File: config.mk
export PLATFORM = sky130hd
export DESIGN_NAME = tcpr_timer_core
export DESIGN_NICKNAME = d
export VERILOG_FILES = /design/src/hdl/tcpr_pkg.sv /design/src/hdl/tcpr_axil_slave.sv /design/src/hdl/tcpr_prescaler.sv /design/src/hdl/tcpr_timer_core.sv
export SDC_FILE = /design/constraint.sdc
export NUM_CORES = 1
export LEC_CHECK = 0
export BUFFER_PORTS_ARGS = -buffer_cell sky130_fd_sc_hd__buf_2
export CAP_MARGIN = 20
export CORE_ASPECT_RATIO = 2
export CORE_UTILIZATION = 55
export CTS_CLUSTER_SIZE = 28
export DETAILED_ROUTE_END_ITERATION = 7
export GPL_ROUTABILITY_DRIVEN = 0
export PLACE_DENSITY = 0.77
export SETUP_SLACK_MARGIN = 0.1
export SKIP_LAST_GASP = 1
export SYNTH_ARGS = -nofsm -noshare
export SYNTH_HDL_FRONTEND = slang
export SYNTH_SLANG_ARGS = --single-unit
File: constraint.sdc
create_clock -name ref_clk -period 4.3 [get_ports ref_clk]
set_clock_uncertainty 0.1 [all_clocks]
set_input_delay 0.86 -clock ref_clk [delete_from_list [all_inputs] [get_ports ref_clk]]
set_output_delay 0.86 -clock ref_clk [all_outputs]
set_load 0.01 [all_outputs]
File: src/hdl/tcpr_pkg.sv
// Purpose: shared constants and carriers for the timer counting core
// Assumes: 32-bit AXI4-Lite register bus, word aligned registers
// Notes: offsets are byte addresses
`default_nettype none
package tcpr_pkg;
	localparam logic [7:0] OFS_COUNT = 8'h24;
	localparam logic [7:0] OFS_DIVIDER = 8'h28;
	localparam logic [7:0] OFS_RELOAD = 8'h2C;
	localparam logic [7:0] OFS_CONTROL = 8'h00;
	localparam logic [31:0] RST_WORD = 32'h0000_0000;
	localparam int DIV_WIDTH = 16;
	localparam logic [1:0] RESP_OKAY = 2'b00;
	localparam logic [1:0] RESP_SLVERR = 2'b10;
	localparam int CTRL_EN_BIT = 0;
	localparam int ADDR_WIDTH = 8;

	// one register write leaving the bus slave
	typedef struct packed {
		logic wrCount;
		logic wrDivider;
		logic wrReload;
		logic wrControl;
		logic [31:0] data;
	} tcpr_wr_type;
endpackage : tcpr_pkg
`default_nettype wire

File: src/hdl/tcpr_axil_slave.sv
// Purpose: AXI4-Lite slave front end, one write and one read at a time
// Assumes: full word accesses only
// Notes: unmapped addresses answer SLVERR, writes to them are dropped
`default_nettype none
module tcpr_axil_slave
	import tcpr_pkg::*;
(
	// clock and reset
	input wire logic ref_clk,
	input wire logic sys_rst,
	// write address and data
	input wire logic [ADDR_WIDTH-1:0] s_axi_awaddr,
	input wire logic s_axi_awvalid,
	output logic s_axi_awready,
	input wire logic [31:0] s_axi_wdata,
	input wire logic [3:0] s_axi_wstrb,
	input wire logic s_axi_wvalid,
	output logic s_axi_wready,
	output logic [1:0] s_axi_bresp,
	output logic s_axi_bvalid,
	input wire logic s_axi_bready,
	// read
	input wire logic [ADDR_WIDTH-1:0] s_axi_araddr,
	input wire logic s_axi_arvalid,
	output logic s_axi_arready,
	output logic [31:0] s_axi_rdata,
	output logic [1:0] s_axi_rresp,
	output logic s_axi_rvalid,
	input wire logic s_axi_rready,
	// register side
	output tcpr_wr_type wrReq,
	output logic [ADDR_WIDTH-1:0] rdAddr,
	input wire logic [31:0] rdData,
	input wire logic rdHit
);
	logic haveAw_r;
	logic haveW_r;
	logic [ADDR_WIDTH-1:0] awAddr_r;
	logic [31:0] wData_r;
	logic [3:0] wStrb_r;
	logic doWrite;
	logic wrHit;
	logic haveAw_nxt;
	logic haveW_nxt;
	logic bValid_nxt;
	logic rValid_nxt;

	assign doWrite = haveAw_r && haveW_r && !s_axi_bvalid;
	assign rdAddr = s_axi_araddr;

	// next handshake state, so the ready lines can leave a flop with unchanged timing
	assign haveAw_nxt = (s_axi_awvalid && s_axi_awready) || (haveAw_r && !doWrite);
	assign haveW_nxt = (s_axi_wvalid && s_axi_wready) || (haveW_r && !doWrite);
	assign bValid_nxt = doWrite || (s_axi_bvalid && !s_axi_bready);
	assign rValid_nxt = (s_axi_arvalid && s_axi_arready) || (s_axi_rvalid && !s_axi_rready);

	// registered ready lines, high out of reset
	always_ff @(posedge ref_clk) begin
		if (sys_rst) begin
			s_axi_awready <= 1'b1;
			s_axi_wready <= 1'b1;
			s_axi_arready <= 1'b1;
		end else begin
			s_axi_awready <= !haveAw_nxt && !bValid_nxt;
			s_axi_wready <= !haveW_nxt && !bValid_nxt;
			s_axi_arready <= !rValid_nxt;
		end
	end

	// capture address and data in either order
	always_ff @(posedge ref_clk) begin
		if (sys_rst) begin
			haveAw_r <= 1'b0;
			haveW_r <= 1'b0;
			awAddr_r <= '0;
			wData_r <= RST_WORD;
			wStrb_r <= '0;
		end else begin
			if (s_axi_awvalid && s_axi_awready) begin
				haveAw_r <= 1'b1;
				awAddr_r <= s_axi_awaddr;
			end else if (doWrite)
				haveAw_r <= 1'b0;
			if (s_axi_wvalid && s_axi_wready) begin
				haveW_r <= 1'b1;
				wData_r <= s_axi_wdata;
				wStrb_r <= s_axi_wstrb;
			end else if (doWrite)
				haveW_r <= 1'b0;
		end
	end

	// partial strobes are refused: only word writes are supported
	always_comb begin
		wrReq = '0;
		wrReq.data = wData_r;
		if (doWrite && wStrb_r == 4'hF) begin
			wrReq.wrCount = (awAddr_r == OFS_COUNT);
			wrReq.wrDivider = (awAddr_r == OFS_DIVIDER);
			wrReq.wrReload = (awAddr_r == OFS_RELOAD);
			wrReq.wrControl = (awAddr_r == OFS_CONTROL);
		end
	end
	assign wrHit = wrReq.wrCount || wrReq.wrDivider || wrReq.wrReload || wrReq.wrControl;

	// write response
	always_ff @(posedge ref_clk) begin
		if (sys_rst) begin
			s_axi_bvalid <= 1'b0;
			s_axi_bresp <= RESP_OKAY;
		end else if (doWrite) begin
			s_axi_bvalid <= 1'b1;
			s_axi_bresp <= wrHit ? RESP_OKAY : RESP_SLVERR;
		end else if (s_axi_bready)
			s_axi_bvalid <= 1'b0;
	end

	// read response, one cycle after address
	always_ff @(posedge ref_clk) begin
		if (sys_rst) begin
			s_axi_rvalid <= 1'b0;
			s_axi_rdata <= RST_WORD;
			s_axi_rresp <= RESP_OKAY;
		end else if (s_axi_arvalid && s_axi_arready) begin
			s_axi_rvalid <= 1'b1;
			s_axi_rdata <= rdHit ? rdData : RST_WORD;
			s_axi_rresp <= rdHit ? RESP_OKAY : RESP_SLVERR;
		end else if (s_axi_rready)
			s_axi_rvalid <= 1'b0;
	end
endmodule : tcpr_axil_slave // tcpr_axil_slave
`default_nettype wire

File: src/hdl/tcpr_prescaler.sv
// Purpose: divides the input clock into a count tick by shadowed setting plus one
// Assumes: shadow reloads only on update events
// Notes: setting zero ticks every cycle
`default_nettype none
module tcpr_prescaler
	import tcpr_pkg::*;
#(
	parameter int WIDTH = DIV_WIDTH
) (
	// clock and reset
	input wire logic ref_clk,
	input wire logic sys_rst,
	// control
	input wire logic run,
	input wire logic [WIDTH-1:0] divideSetting,
	input wire logic updateEvent,
	// output
	output logic tick,
	output logic [WIDTH-1:0] shadowSetting
);
	logic [WIDTH-1:0] divCount_r;

	// shadow copy, loaded only on update so a write never glitches a running period
	always_ff @(posedge ref_clk) begin
		if (sys_rst)
			shadowSetting <= '0;
		else if (updateEvent)
			shadowSetting <= divideSetting;
	end

	// divide by shadow plus one; restart the period on update
	always_ff @(posedge ref_clk) begin
		if (sys_rst || updateEvent || !run)
			divCount_r <= '0;
		else if (divCount_r >= shadowSetting)
			divCount_r <= '0;
		else
			divCount_r <= divCount_r + 1'b1;
	end

	assign tick = run && (divCount_r >= shadowSetting);
endmodule : tcpr_prescaler // tcpr_prescaler
`default_nettype wire

File: src/hdl/tcpr_timer_core.sv
// Purpose: timer counting core with prescaler, auto-reload and live count register
// Assumes: AXI4-Lite word access, single clock, synchronous reset
// Notes: WIDE selects the 32-bit variant, else a 16-bit counter
//
// Register access over AXI4-Lite was decided locally.
`default_nettype none
// Operation
// - count reads live, writes overwrite immediately
// - narrow variant: 16 bits, upper reads zero
// - counter ticks at input clock over setting+1
// - divider uses shadow loaded on update event
// - wide variant has 32-bit reload value
module tcpr_timer_core
	import tcpr_pkg::*;
#(
	parameter bit WIDE = 1'b1
) (
	// clock and reset
	input wire logic ref_clk,
	input wire logic sys_rst,
	// axi4-lite write
	input wire logic [ADDR_WIDTH-1:0] s_axi_awaddr,
	input wire logic s_axi_awvalid,
	output logic s_axi_awready,
	input wire logic [31:0] s_axi_wdata,
	input wire logic [3:0] s_axi_wstrb,
	input wire logic s_axi_wvalid,
	output logic s_axi_wready,
	output logic [1:0] s_axi_bresp,
	output logic s_axi_bvalid,
	input wire logic s_axi_bready,
	// axi4-lite read
	input wire logic [ADDR_WIDTH-1:0] s_axi_araddr,
	input wire logic s_axi_arvalid,
	output logic s_axi_arready,
	output logic [31:0] s_axi_rdata,
	output logic [1:0] s_axi_rresp,
	output logic s_axi_rvalid,
	input wire logic s_axi_rready,
	// status
	output logic updatePulse,
	output logic [31:0] liveCount
);
	localparam int CW = WIDE ? 32 : 16;

	tcpr_wr_type wrReq;
	logic [ADDR_WIDTH-1:0] rdAddr;
	logic [31:0] rdData;
	logic rdHit;
	logic awReadyC;
	logic wReadyC;
	logic arReadyC;
	logic [CW-1:0] count_r;
	logic [CW-1:0] count_nxt;
	logic [CW-1:0] reload_r;
	logic [DIV_WIDTH-1:0] divideSetting_r;
	logic [DIV_WIDTH-1:0] shadowSetting;
	logic run_r;
	logic tick;
	logic updateEvent;

	tcpr_axil_slave u_bus (
		.ref_clk(ref_clk),
		.sys_rst(sys_rst),
		.s_axi_awaddr(s_axi_awaddr),
		.s_axi_awvalid(s_axi_awvalid),
		.s_axi_awready(awReadyC),
		.s_axi_wdata(s_axi_wdata),
		.s_axi_wstrb(s_axi_wstrb),
		.s_axi_wvalid(s_axi_wvalid),
		.s_axi_wready(wReadyC),
		.s_axi_bresp(s_axi_bresp),
		.s_axi_bvalid(s_axi_bvalid),
		.s_axi_bready(s_axi_bready),
		.s_axi_araddr(s_axi_araddr),
		.s_axi_arvalid(s_axi_arvalid),
		.s_axi_arready(arReadyC),
		.s_axi_rdata(s_axi_rdata),
		.s_axi_rresp(s_axi_rresp),
		.s_axi_rvalid(s_axi_rvalid),
		.s_axi_rready(s_axi_rready),
		.wrReq(wrReq),
		.rdAddr(rdAddr),
		.rdData(rdData),
		.rdHit(rdHit)
	);

	// ready lines leave flops in the slave, so every bus output is registered
	assign s_axi_awready = awReadyC;
	assign s_axi_wready = wReadyC;
	assign s_axi_arready = arReadyC;

	tcpr_prescaler #(.WIDTH(DIV_WIDTH)) u_presc (
		.ref_clk(ref_clk),
		.sys_rst(sys_rst),
		.run(run_r),
		.divideSetting(divideSetting_r),
		.updateEvent(updateEvent),
		.tick(tick),
		.shadowSetting(shadowSetting)
	);

	// update fires when a tick finds the count at the reload value and no count write comes in the same cycle
	assign updateEvent = tick && (count_r == reload_r) && !wrReq.wrCount;

	// count step: software write wins over counting
	always_comb begin
		count_nxt = count_r;
		if (wrReq.wrCount)
			count_nxt = wrReq.data[CW-1:0];
		else if (updateEvent)
			count_nxt = '0;
		else if (tick)
			count_nxt = count_r + 1'b1;
	end

	always_ff @(posedge ref_clk) begin
		if (sys_rst)
			count_r <= '0;
		else
			count_r <= count_nxt;
	end

	// divider, reload and enable registers
	always_ff @(posedge ref_clk) begin
		if (sys_rst) begin
			divideSetting_r <= '0;
			reload_r <= '0;
			run_r <= 1'b0;
		end else begin
			if (wrReq.wrDivider)
				divideSetting_r <= wrReq.data[DIV_WIDTH-1:0];
			if (wrReq.wrReload)
				reload_r <= wrReq.data[CW-1:0];
			if (wrReq.wrControl)
				run_r <= wrReq.data[CTRL_EN_BIT];
		end
	end

	// read mux; narrow bits above the field read zero
	always_comb begin
		rdData = RST_WORD;
		rdHit = 1'b1;
		case (rdAddr)
			OFS_COUNT: rdData[CW-1:0] = count_r;
			OFS_DIVIDER: rdData[DIV_WIDTH-1:0] = divideSetting_r;
			OFS_RELOAD: rdData[CW-1:0] = reload_r;
			OFS_CONTROL: rdData[CTRL_EN_BIT] = run_r;
			default: rdHit = 1'b0;
		endcase
	end

	// registered status outputs
	always_ff @(posedge ref_clk) begin
		if (sys_rst) begin
			updatePulse <= 1'b0;
			liveCount <= RST_WORD;
		end else begin
			updatePulse <= updateEvent;
			liveCount <= RST_WORD | 32'(count_nxt);
		end
	end
endmodule : tcpr_timer_core // tcpr_timer_core
`default_nettype wire

==> results of run 1 <==
per-stage QoR:
stage	hold slack (ns)	cells	instance area, µm²	utilization, %	setup WS [ns]
detailed placement	0.348	1370	9920	60.7	1.30
finish	0.358	1400	10500	64.1	1.22
global placement	0.341	1370	9920	60.7	1.35
floorplan	0.332	1099	9240	-	1.67
CTS	0.357	1400	10500	64.1	1.26
global route	0.374	1400	10500	64.1	1.09
layout make-up:
class	count	area [µm²]	area share, %
flip-flops and latches	199	3980	38.0
clock inverters	11	129	1.23
clock buffers	19	433	4.13
repair buffers	144	771	7.35
inverters	20	75.1	0.716
multi-input cells	803	4830	46.1
well taps	204	255	2.44
how the worst max path moves through the flow:
stage                                     end                  start  slack [ns]  cells past startpoint
floorplan               u_bus.s_axi_rdata[20]        s_axi_araddr[1]        1.67                      7
global route                    liveCount[14]  u_presc.divCount_r[0]        1.09                     10
CTS                 u_presc.shadowSetting[10]      u_bus.awAddr_r[7]        1.26                      7
finish                          liveCount[19]          liveCount[29]        1.22                      8
global placement                liveCount[24]          liveCount[29]        1.35                      8
detailed placement   u_presc.shadowSetting[2]      u_bus.awAddr_r[7]        1.30                      7
state kept, by name, summed over array words and instances (netlist names), 8 cells and up:
name,cells
divideSetting_r,16
u_bus.s_axi_rdata,32
reload_r,32
u_presc.shadowSetting,16
u_bus.awAddr_r,8
liveCount,32
u_presc.divCount_r,16
u_bus.wData_r,32
report_power, final:
| part | switching [mW] | total [mW] | leakage (nW) | internal (mW) |
|---|---|---|---|---|
| Sequential | 0.0306 | 1.90 | 1.61 | 1.87 |
| Combinational | 0.113 | 0.173 | 2.68 | 0.0607 |
| Clock | 0.701 | 1.55 | 0.258 | 0.852 |
layer usage:
metal	vias up	wire length, µm
met5	-	0
met1	3942	9310
met2	223	13900
li1	3971	-
met4	0	852
met3	53	883
cell usage after synthesis (5+ instances only):
| master | count | area share (%) |
|---|---|---|
| a211oi_1 | 7 | 0.57 |
| a21oi_1 | 95 | 5.1 |
| a22o_1 | 16 | 1.5 |
| a22oi_1 | 32 | 2.6 |
| a311oi_1 | 20 | 1.9 |
| a31oi_1 | 10 | 0.68 |
| and3_1 | 9 | 0.61 |
| buf_2 | 11 | 0.60 |
| clkbuf_1 | 60 | 2.4 |
| dfxtp_1 | 199 | 43 |
| ha_1 | 18 | 2.4 |
| inv_1 | 20 | 0.81 |
| mux2_2 | 31 | 3.8 |
| mux2i_1 | 34 | 3.7 |
| nand2_1 | 181 | 7.4 |
| nand3_1 | 21 | 1.1 |
| nand3b_1 | 16 | 1.3 |
| nand4_1 | 5 | 0.34 |
| nand4b_1 | 6 | 0.57 |
| nor2_1 | 138 | 5.6 |
| nor2b_1 | 9 | 0.61 |
| nor3_1 | 7 | 0.38 |
| nor4_1 | 9 | 0.61 |
| o21ai_0 | 32 | 1.7 |
| o21bai_1 | 8 | 0.65 |
| or3_1 | 10 | 0.68 |
| xnor2_1 | 7 | 0.66 |
| xor2_1 | 42 | 4.0 |
worst max-delay path, delay by kind of cell (launching register included):
family,cells,cell delay (ns)
flip-flops,1,0.51
AND/OR/NAND/NOR,5,1.59
XOR/XNOR,1,0.23
AO/OA/AOI/OAI,1,0.09
buffers and inverters,1,0.38
cells by family after synthesis:
kind of cell | Yosys count
AND/OR/NAND/NOR | 437
buffers and inverters | 97
adder cells (fa/ha/maj) | 18
AO/OA/AOI/OAI | 232
other | 1
XOR/XNOR | 49
flip-flops | 199
multiplexers | 65
==> impl_results.md, run 1 <==
- Asr flop ratio synth: 0%
- Count of final setup violators: 0
- Via density per instance: 5.85
- Most frequent cells in the layout: dfxtp_1 (199), nand2_1 (181), nor2_1 (138), buf_2 (129), a21oi_1 (95)
- XOR/XNOR share of the synthesized area: 4.65%
- Post-route setup TNS: 0 ns
- Die height: 185 µm
- Die width: 93.6 µm
- Clock buffer depth: 2
- Clock Sinks: 199
- Syn Std Cell Area: 0.00923 mm²
- Vias in the first global route: 7787
- Critical path class: reg -> reg
- Htree depth: 4
- Yosys cell types: 56
- Crit path required time: 4.47 ns
- Initial DRC Count: 569
- Vias: 8189
- Nets: 1262
- Flop2flop setup slack: 1.22 ns
- Met3 global-route usage: 4.93%
- Worst reg-to-reg path cell count: 8
- Fin crit period: 3.08 ns
- Antenna cell count: 0
- Routed Antenna Nets: 0
- Adder-Cell Fraction of Synth Area: 2.44%
- # fillers: 1467
- Initial Util: 56.5%
- Endpoint of the worst hold path: u_bus.awAddr_r[6]
- Synthesis-to-layout area growth: 13.5%
- Grt ovf: 0
- PnR Total Power: 3.63 mW
- Main combinational cell family by area after synthesis: simple AND/OR/NAND/NOR gates
- Simple-gate share of the synthesized area: 21.8%
- Slew Viols, Final: 0
- Seq/Total Area, Yosys: 43.1%
- Clk Latency, worst-skew pair: 0.44 ns
- Static leakage: 4.55 nW
- Synth Instances: 1098
- Slowest-stage cell, CP: nor4_1
- IO Count: 133
- Total setup buffers inserted after CTS: 0
- Worst hold start: u_bus.awAddr_r[6]
- Yosys warning count: 0
- Post-synth EDFFs: 0
- Peak Freq: 0.324 GHz
- Outcome: complete, no violations
- RSZ-0062 raised after global routing: false
- Detailed-placement wirelength estimate: 17500 µm
- Mean Syn Cell Area: 8.41 µm²
- Compound-cell area share of the yosys netlist: 15.9%
- CP max stage delay: 0.61 ns
- Met2 Track Usage GR: 56.2%
- Overall fraction of global-route tracks in use: 29.5%
- Fin. Hold Viols: 0
- Crit Path Max Fanout: 33
- Layout cells sized above 1: 18.0%
- RR Startpoint: liveCount[29]
- First-pass GRT wire length: 39200 µm
- Core area: 0.0164 mm²
- Hold Path Stages: 2
- Initial antenna violation count: 0
- Clock transition at path regs: 0.07 ns
- Final wirelength: 24900 µm
- Commonest non-fill, non-tap cell in the layout: dfxtp_1
- CP startpoint kind: flop
- CTS Buf Count: 17
- Tcrit/Tclk final: 71.7%
- Average wire per standard cell: 17.8 µm
- # DRC: 0
- Met1 global-route usage: 30.7%
- Worst setup EP type: flop
- Cells along the critical path: xor2_1 > nor4_1 > nand4_1 > nor2_2 > buf_4 > or2_1 > or3_1 > a311oi_1
- CTS tree: built
- Full die area: 0.0173 mm²
- VDD IR max: 0.000225 V
- Largest net degree at the start of global routing: 76
- Worst Max-Slew Pin Slew: 0.767 ns
- Post-cts sizing count: 0
- First-pass DRT Iterations: 5
- Pwr per Cell Area: 347 mW/mm²
- PortBufs: 130
- Max Cap Viol: 0
- Critical Path AT: 3.25 ns
- Clock root buffer: clkbuf_16
- Hold WC Path Type: reg -> reg
- Rel. slew slack: 48.6%
- Grt peak-use layer: met2
- Mux cell area share after synthesis: 7.47%
- Cts hold-fix bufs: 0
- Count of state elements after synthesis: 199
- Top FF cell, synth: dfxtp_1
- # rows: 66
- R2r endpoint: liveCount[19]
Power figures use the tool's default switching activity.
==> inputs of run 2 (changes only) <==
--- a/config.mk
+++ b/config.mk
@@ -8,11 +8,11 @@
 export BUFFER_PORTS_ARGS = -buffer_cell sky130_fd_sc_hd__buf_2
 export CAP_MARGIN = 20
 export CORE_ASPECT_RATIO = 2
-export CORE_UTILIZATION = 55
+export CORE_UTILIZATION = 52
 export CTS_CLUSTER_SIZE = 28
 export DETAILED_ROUTE_END_ITERATION = 7
 export GPL_ROUTABILITY_DRIVEN = 0
-export PLACE_DENSITY = 0.77
+export PLACE_DENSITY = 0.76
 export SETUP_SLACK_MARGIN = 0.1
 export SKIP_LAST_GASP = 1
 export SYNTH_ARGS = -nofsm -noshare
==> constraint.sdc (replaced) <==
create_clock -name ref_clk -period 2.8 [get_ports ref_clk]
set_clock_uncertainty 0.1 [all_clocks]
set_input_delay 0.56 -clock ref_clk [delete_from_list [all_inputs] [get_ports ref_clk]]
set_output_delay 0.56 -clock ref_clk [all_outputs]
set_load 0.01 [all_outputs]
==> run 2 against run 1 <==
Net effect: combinational power grew 56%; maximum frequency increased by 17%; clock-buffer cell count down 2; worst setup slack worse by 1.1 ns; global-route usage fell by 0.98 points; register-to-register slack got worse by 1.1 ns; sequential power rose by 54%; clock power increased by 59%; first-iteration DRC count decreased by 11%; total power increased by 56%; routed wire length grew 1.3%; critical path type unchanged; critical endpoint is now liveCount[30].
==> impl_results.md, run 2 (synthesis gave the netlist of run 1 again) <==
- Outcome: complete, no violations (unchanged)
- Layout cells sized above 1: 19.8% (was 18.0%)
- Crit path required time: 3.06 ns (was 4.47 ns)
- # DRC: 0 (unchanged)
- Clk Latency, worst-skew pair: 0.44 ns (about the same)
- Static leakage: 4.70 nW (was 4.55 nW)
- Detailed-placement wirelength estimate: 17900 µm (was 17500 µm)
- Clock transition at path regs: 0.08 ns (was 0.07 ns)
- Initial DRC Count: 506 (was 569)
- Register area: 0.00398 mm² (unchanged)
- Critical Path AT: 2.90 ns (was 3.25 ns)
- Worst reg-to-reg path cell count: 8 (unchanged)
- CTS Buf Count: 17 (unchanged)
- Die height: 190 µm (was 185 µm)
- Worst hold start: s_axi_wdata[24] (was u_bus.awAddr_r[6])
- Multi-input gate area: 0.00485 mm² (was 0.00483 mm²)
- Average wire per standard cell: 17.7 µm (was 17.8 µm)
- Clock Sinks: 199 (unchanged)
- CTS tree: built (unchanged)
- Htree depth: 4 (unchanged)
- Count of final setup violators: 0 (unchanged)
- Hold Path Stages: 3 (was 2)
- IO Count: 133 (unchanged)
- Sequential share of power: 51.7% (was 52.4%)
- Clock Power Share: 43.5% (was 42.8%)
- Nets: 1283 (was 1262)
- CP startpoint kind: flop (unchanged)
- Synthesis-to-layout area growth: 16.3% (was 13.5%)
- R2r endpoint: liveCount[30] (was liveCount[19])
- Via density per instance: 5.80 (was 5.85)
- Peak Freq: 0.379 GHz (was 0.324 GHz)
- RR Startpoint: liveCount[1] (was liveCount[29])
- Largest net degree at the start of global routing: 88 (was 76)
- Initial antenna violation count: 0 (unchanged)
- Commonest non-fill, non-tap cell in the layout: dfxtp_1 (unchanged)
- Routed Antenna Nets: 0 (unchanged)
- Pwr per Cell Area: 527 mW/mm² (was 347 mW/mm²)
- Full die area: 0.0183 mm² (was 0.0173 mm²)
- First-pass DRT Iterations: 5 (unchanged)
- # fillers: 1572 (was 1467)
- P_int: 4.24 mW (was 2.79 mW)
- Post-route setup TNS: 0 ns (unchanged)
- Clock buffer depth: 2 (unchanged)
- Logic gate share of total power: 4.8% (about the same)
- Final wirelength: 25300 µm (was 24900 µm)
- Cts hold-fix bufs: 0 (unchanged)
- Fraction of power spent switching nets: 25.0% (was 23.3%)
- Rel. slew slack: 55.6% (was 48.6%)
- Clock root buffer: clkbuf_16 (unchanged)
- Antenna cell count: 0 (unchanged)
- Crit Path Max Fanout: 8 (was 33)
- Vias: 8279 (was 8189)
- Die width: 96.2 µm (was 93.6 µm)
- Critical path class: reg -> reg (unchanged)
- Max Cap Viol: 0 (unchanged)
- Initial Util: 53.2% (was 56.5%)
- Vias in the first global route: 7830 (was 7787)
- Fin crit period: 2.64 ns (was 3.08 ns)
- PnR Total Power: 5.65 mW (was 3.63 mW)
- Slew Viols, Final: 0 (unchanged)
- First-pass GRT wire length: 39900 µm (was 39200 µm)
- Switch Pwr: 1.41 mW (was 0.845 mW)
- Grt ovf: 0 (unchanged)
- VDD IR max: 0.000436 V (was 0.000225 V)
- Fin. Hold Viols: 0 (unchanged)
- Overall fraction of global-route tracks in use: 28.6% (was 29.5%)
- Core area: 0.0174 mm² (was 0.0164 mm²)
- Most frequent cells in the layout: dfxtp_1 (199), nand2_1 (181), nor2_1 (138), buf_2 (129), a21oi_1 (94) (was dfxtp_1 (199), nand2_1 (181), nor2_1 (138), buf_2 (129), a21oi_1 (95))
- # rows: 68 (was 66)
- Tcrit/Tclk final: 94.2% (was 71.7%)
- PortBufs: 130 (unchanged)
- Hold WC Path Type: in -> reg (was reg -> reg)
- Endpoint of the worst hold path: u_bus.wData_r[24] (was u_bus.awAddr_r[6])
- Worst setup EP type: flop (unchanged)
- Worst Max-Slew Pin Slew: 0.660 ns (was 0.767 ns)
- Flop2flop setup slack: 0.16 ns (was 1.22 ns)
- RSZ-0062 raised after global routing: true (was false)
## run 2: cell types whose count changed in the layout (fill, tap and decap cells not counted), sizes merged
cell and delta:
clkinvlp -4, bufinv -1, inv +7, clkbuf -2, clkinv +1, buf +21
## run 2: routing by layer
metal / GRT usage [%] / vias to the layer above / routed length, µm
met5: 0 / - / 0
met4: 16.1 / 0 / 1200
met3: 5.02 / 72 / 864
met2: 51.1 / 217 / 13700
met1: 30.5 / 3963 / 9500
li1: - / 4027 / -
## run 2: metrics by stage
| step | instances | area [µm²] | hold slack (ns) | utilization, % | worst slack (ns) |
|---|---|---|---|---|---|
| floorplan | 1099 | 9240 | 0.332 | - | 0.328 |
| global placement | 1395 | 10100 | 0.340 | 58.2 | 0.226 |
| detailed placement | 1395 | 10100 | 0.342 | 58.2 | 0.143 |
| CTS | 1426 | 10700 | 0.235 | 61.5 | 0.115 |
| global route | 1428 | 10700 | 0.252 | 61.9 | 0.00477 |
| finish | 1428 | 10700 | 0.247 | 61.9 | 0.164 |
## run 2: how the worst max path moves through the flow
stage / from / endpoint / slack (ns) / cells after the start
after floorplan: u_presc.divCount_r[0] / u_presc.shadowSetting[10] / 0.33 / 11
after global placement: u_presc.divCount_r[0] / liveCount[13] / 0.23 / 9
after detailed placement: u_presc.divCount_r[0] / liveCount[24] / 0.14 / 9
after CTS: u_presc.shadowSetting[15] / liveCount[14] / 0.11 / 9
after global routing: liveCount[1] / liveCount[30] / 0.005 / 8
final: liveCount[1] / liveCount[30] / 0.16 / 8
## run 2: cell type report
cell class,instances,area share (%)
flip-flops and latches,199,37.1
clock buffers,17,3.96
repair buffers,165,9.15
inverters,20,0.699
clock inverters,14,1.47
multi-input cells,803,45.2
well taps,210,2.45
## run 2: repair_timing
item                                    CTS  global route
gates resized for setup                   0             6
endpoints found under the setup margin    0            43
setup buffers                             0             2
## run 2: power by group through the flow
stage | Sequential (mW) | Combinational (mW) | Clock (mW)
floorplan | 2.98 | 0.163 | 0
detailed placement | 2.99 | 0.273 | 0
global route | 2.93 | 0.300 | 2.58
finish | 2.92 | 0.270 | 2.46
CTS | 2.92 | 0.274 | 2.48
global placement | 2.99 | 0.268 | 0
## run 2: critical path, stage by stage (launching register included)
cell and delay, ns:
dfxtp_1 0.46, ha_1 0.24, nand3_1 0.16, nor3_2 0.21, nand3_1 0.28, nor4_2 0.48, nand3_1 0.13, o31a_1 0.25
a211oi_1 0.22
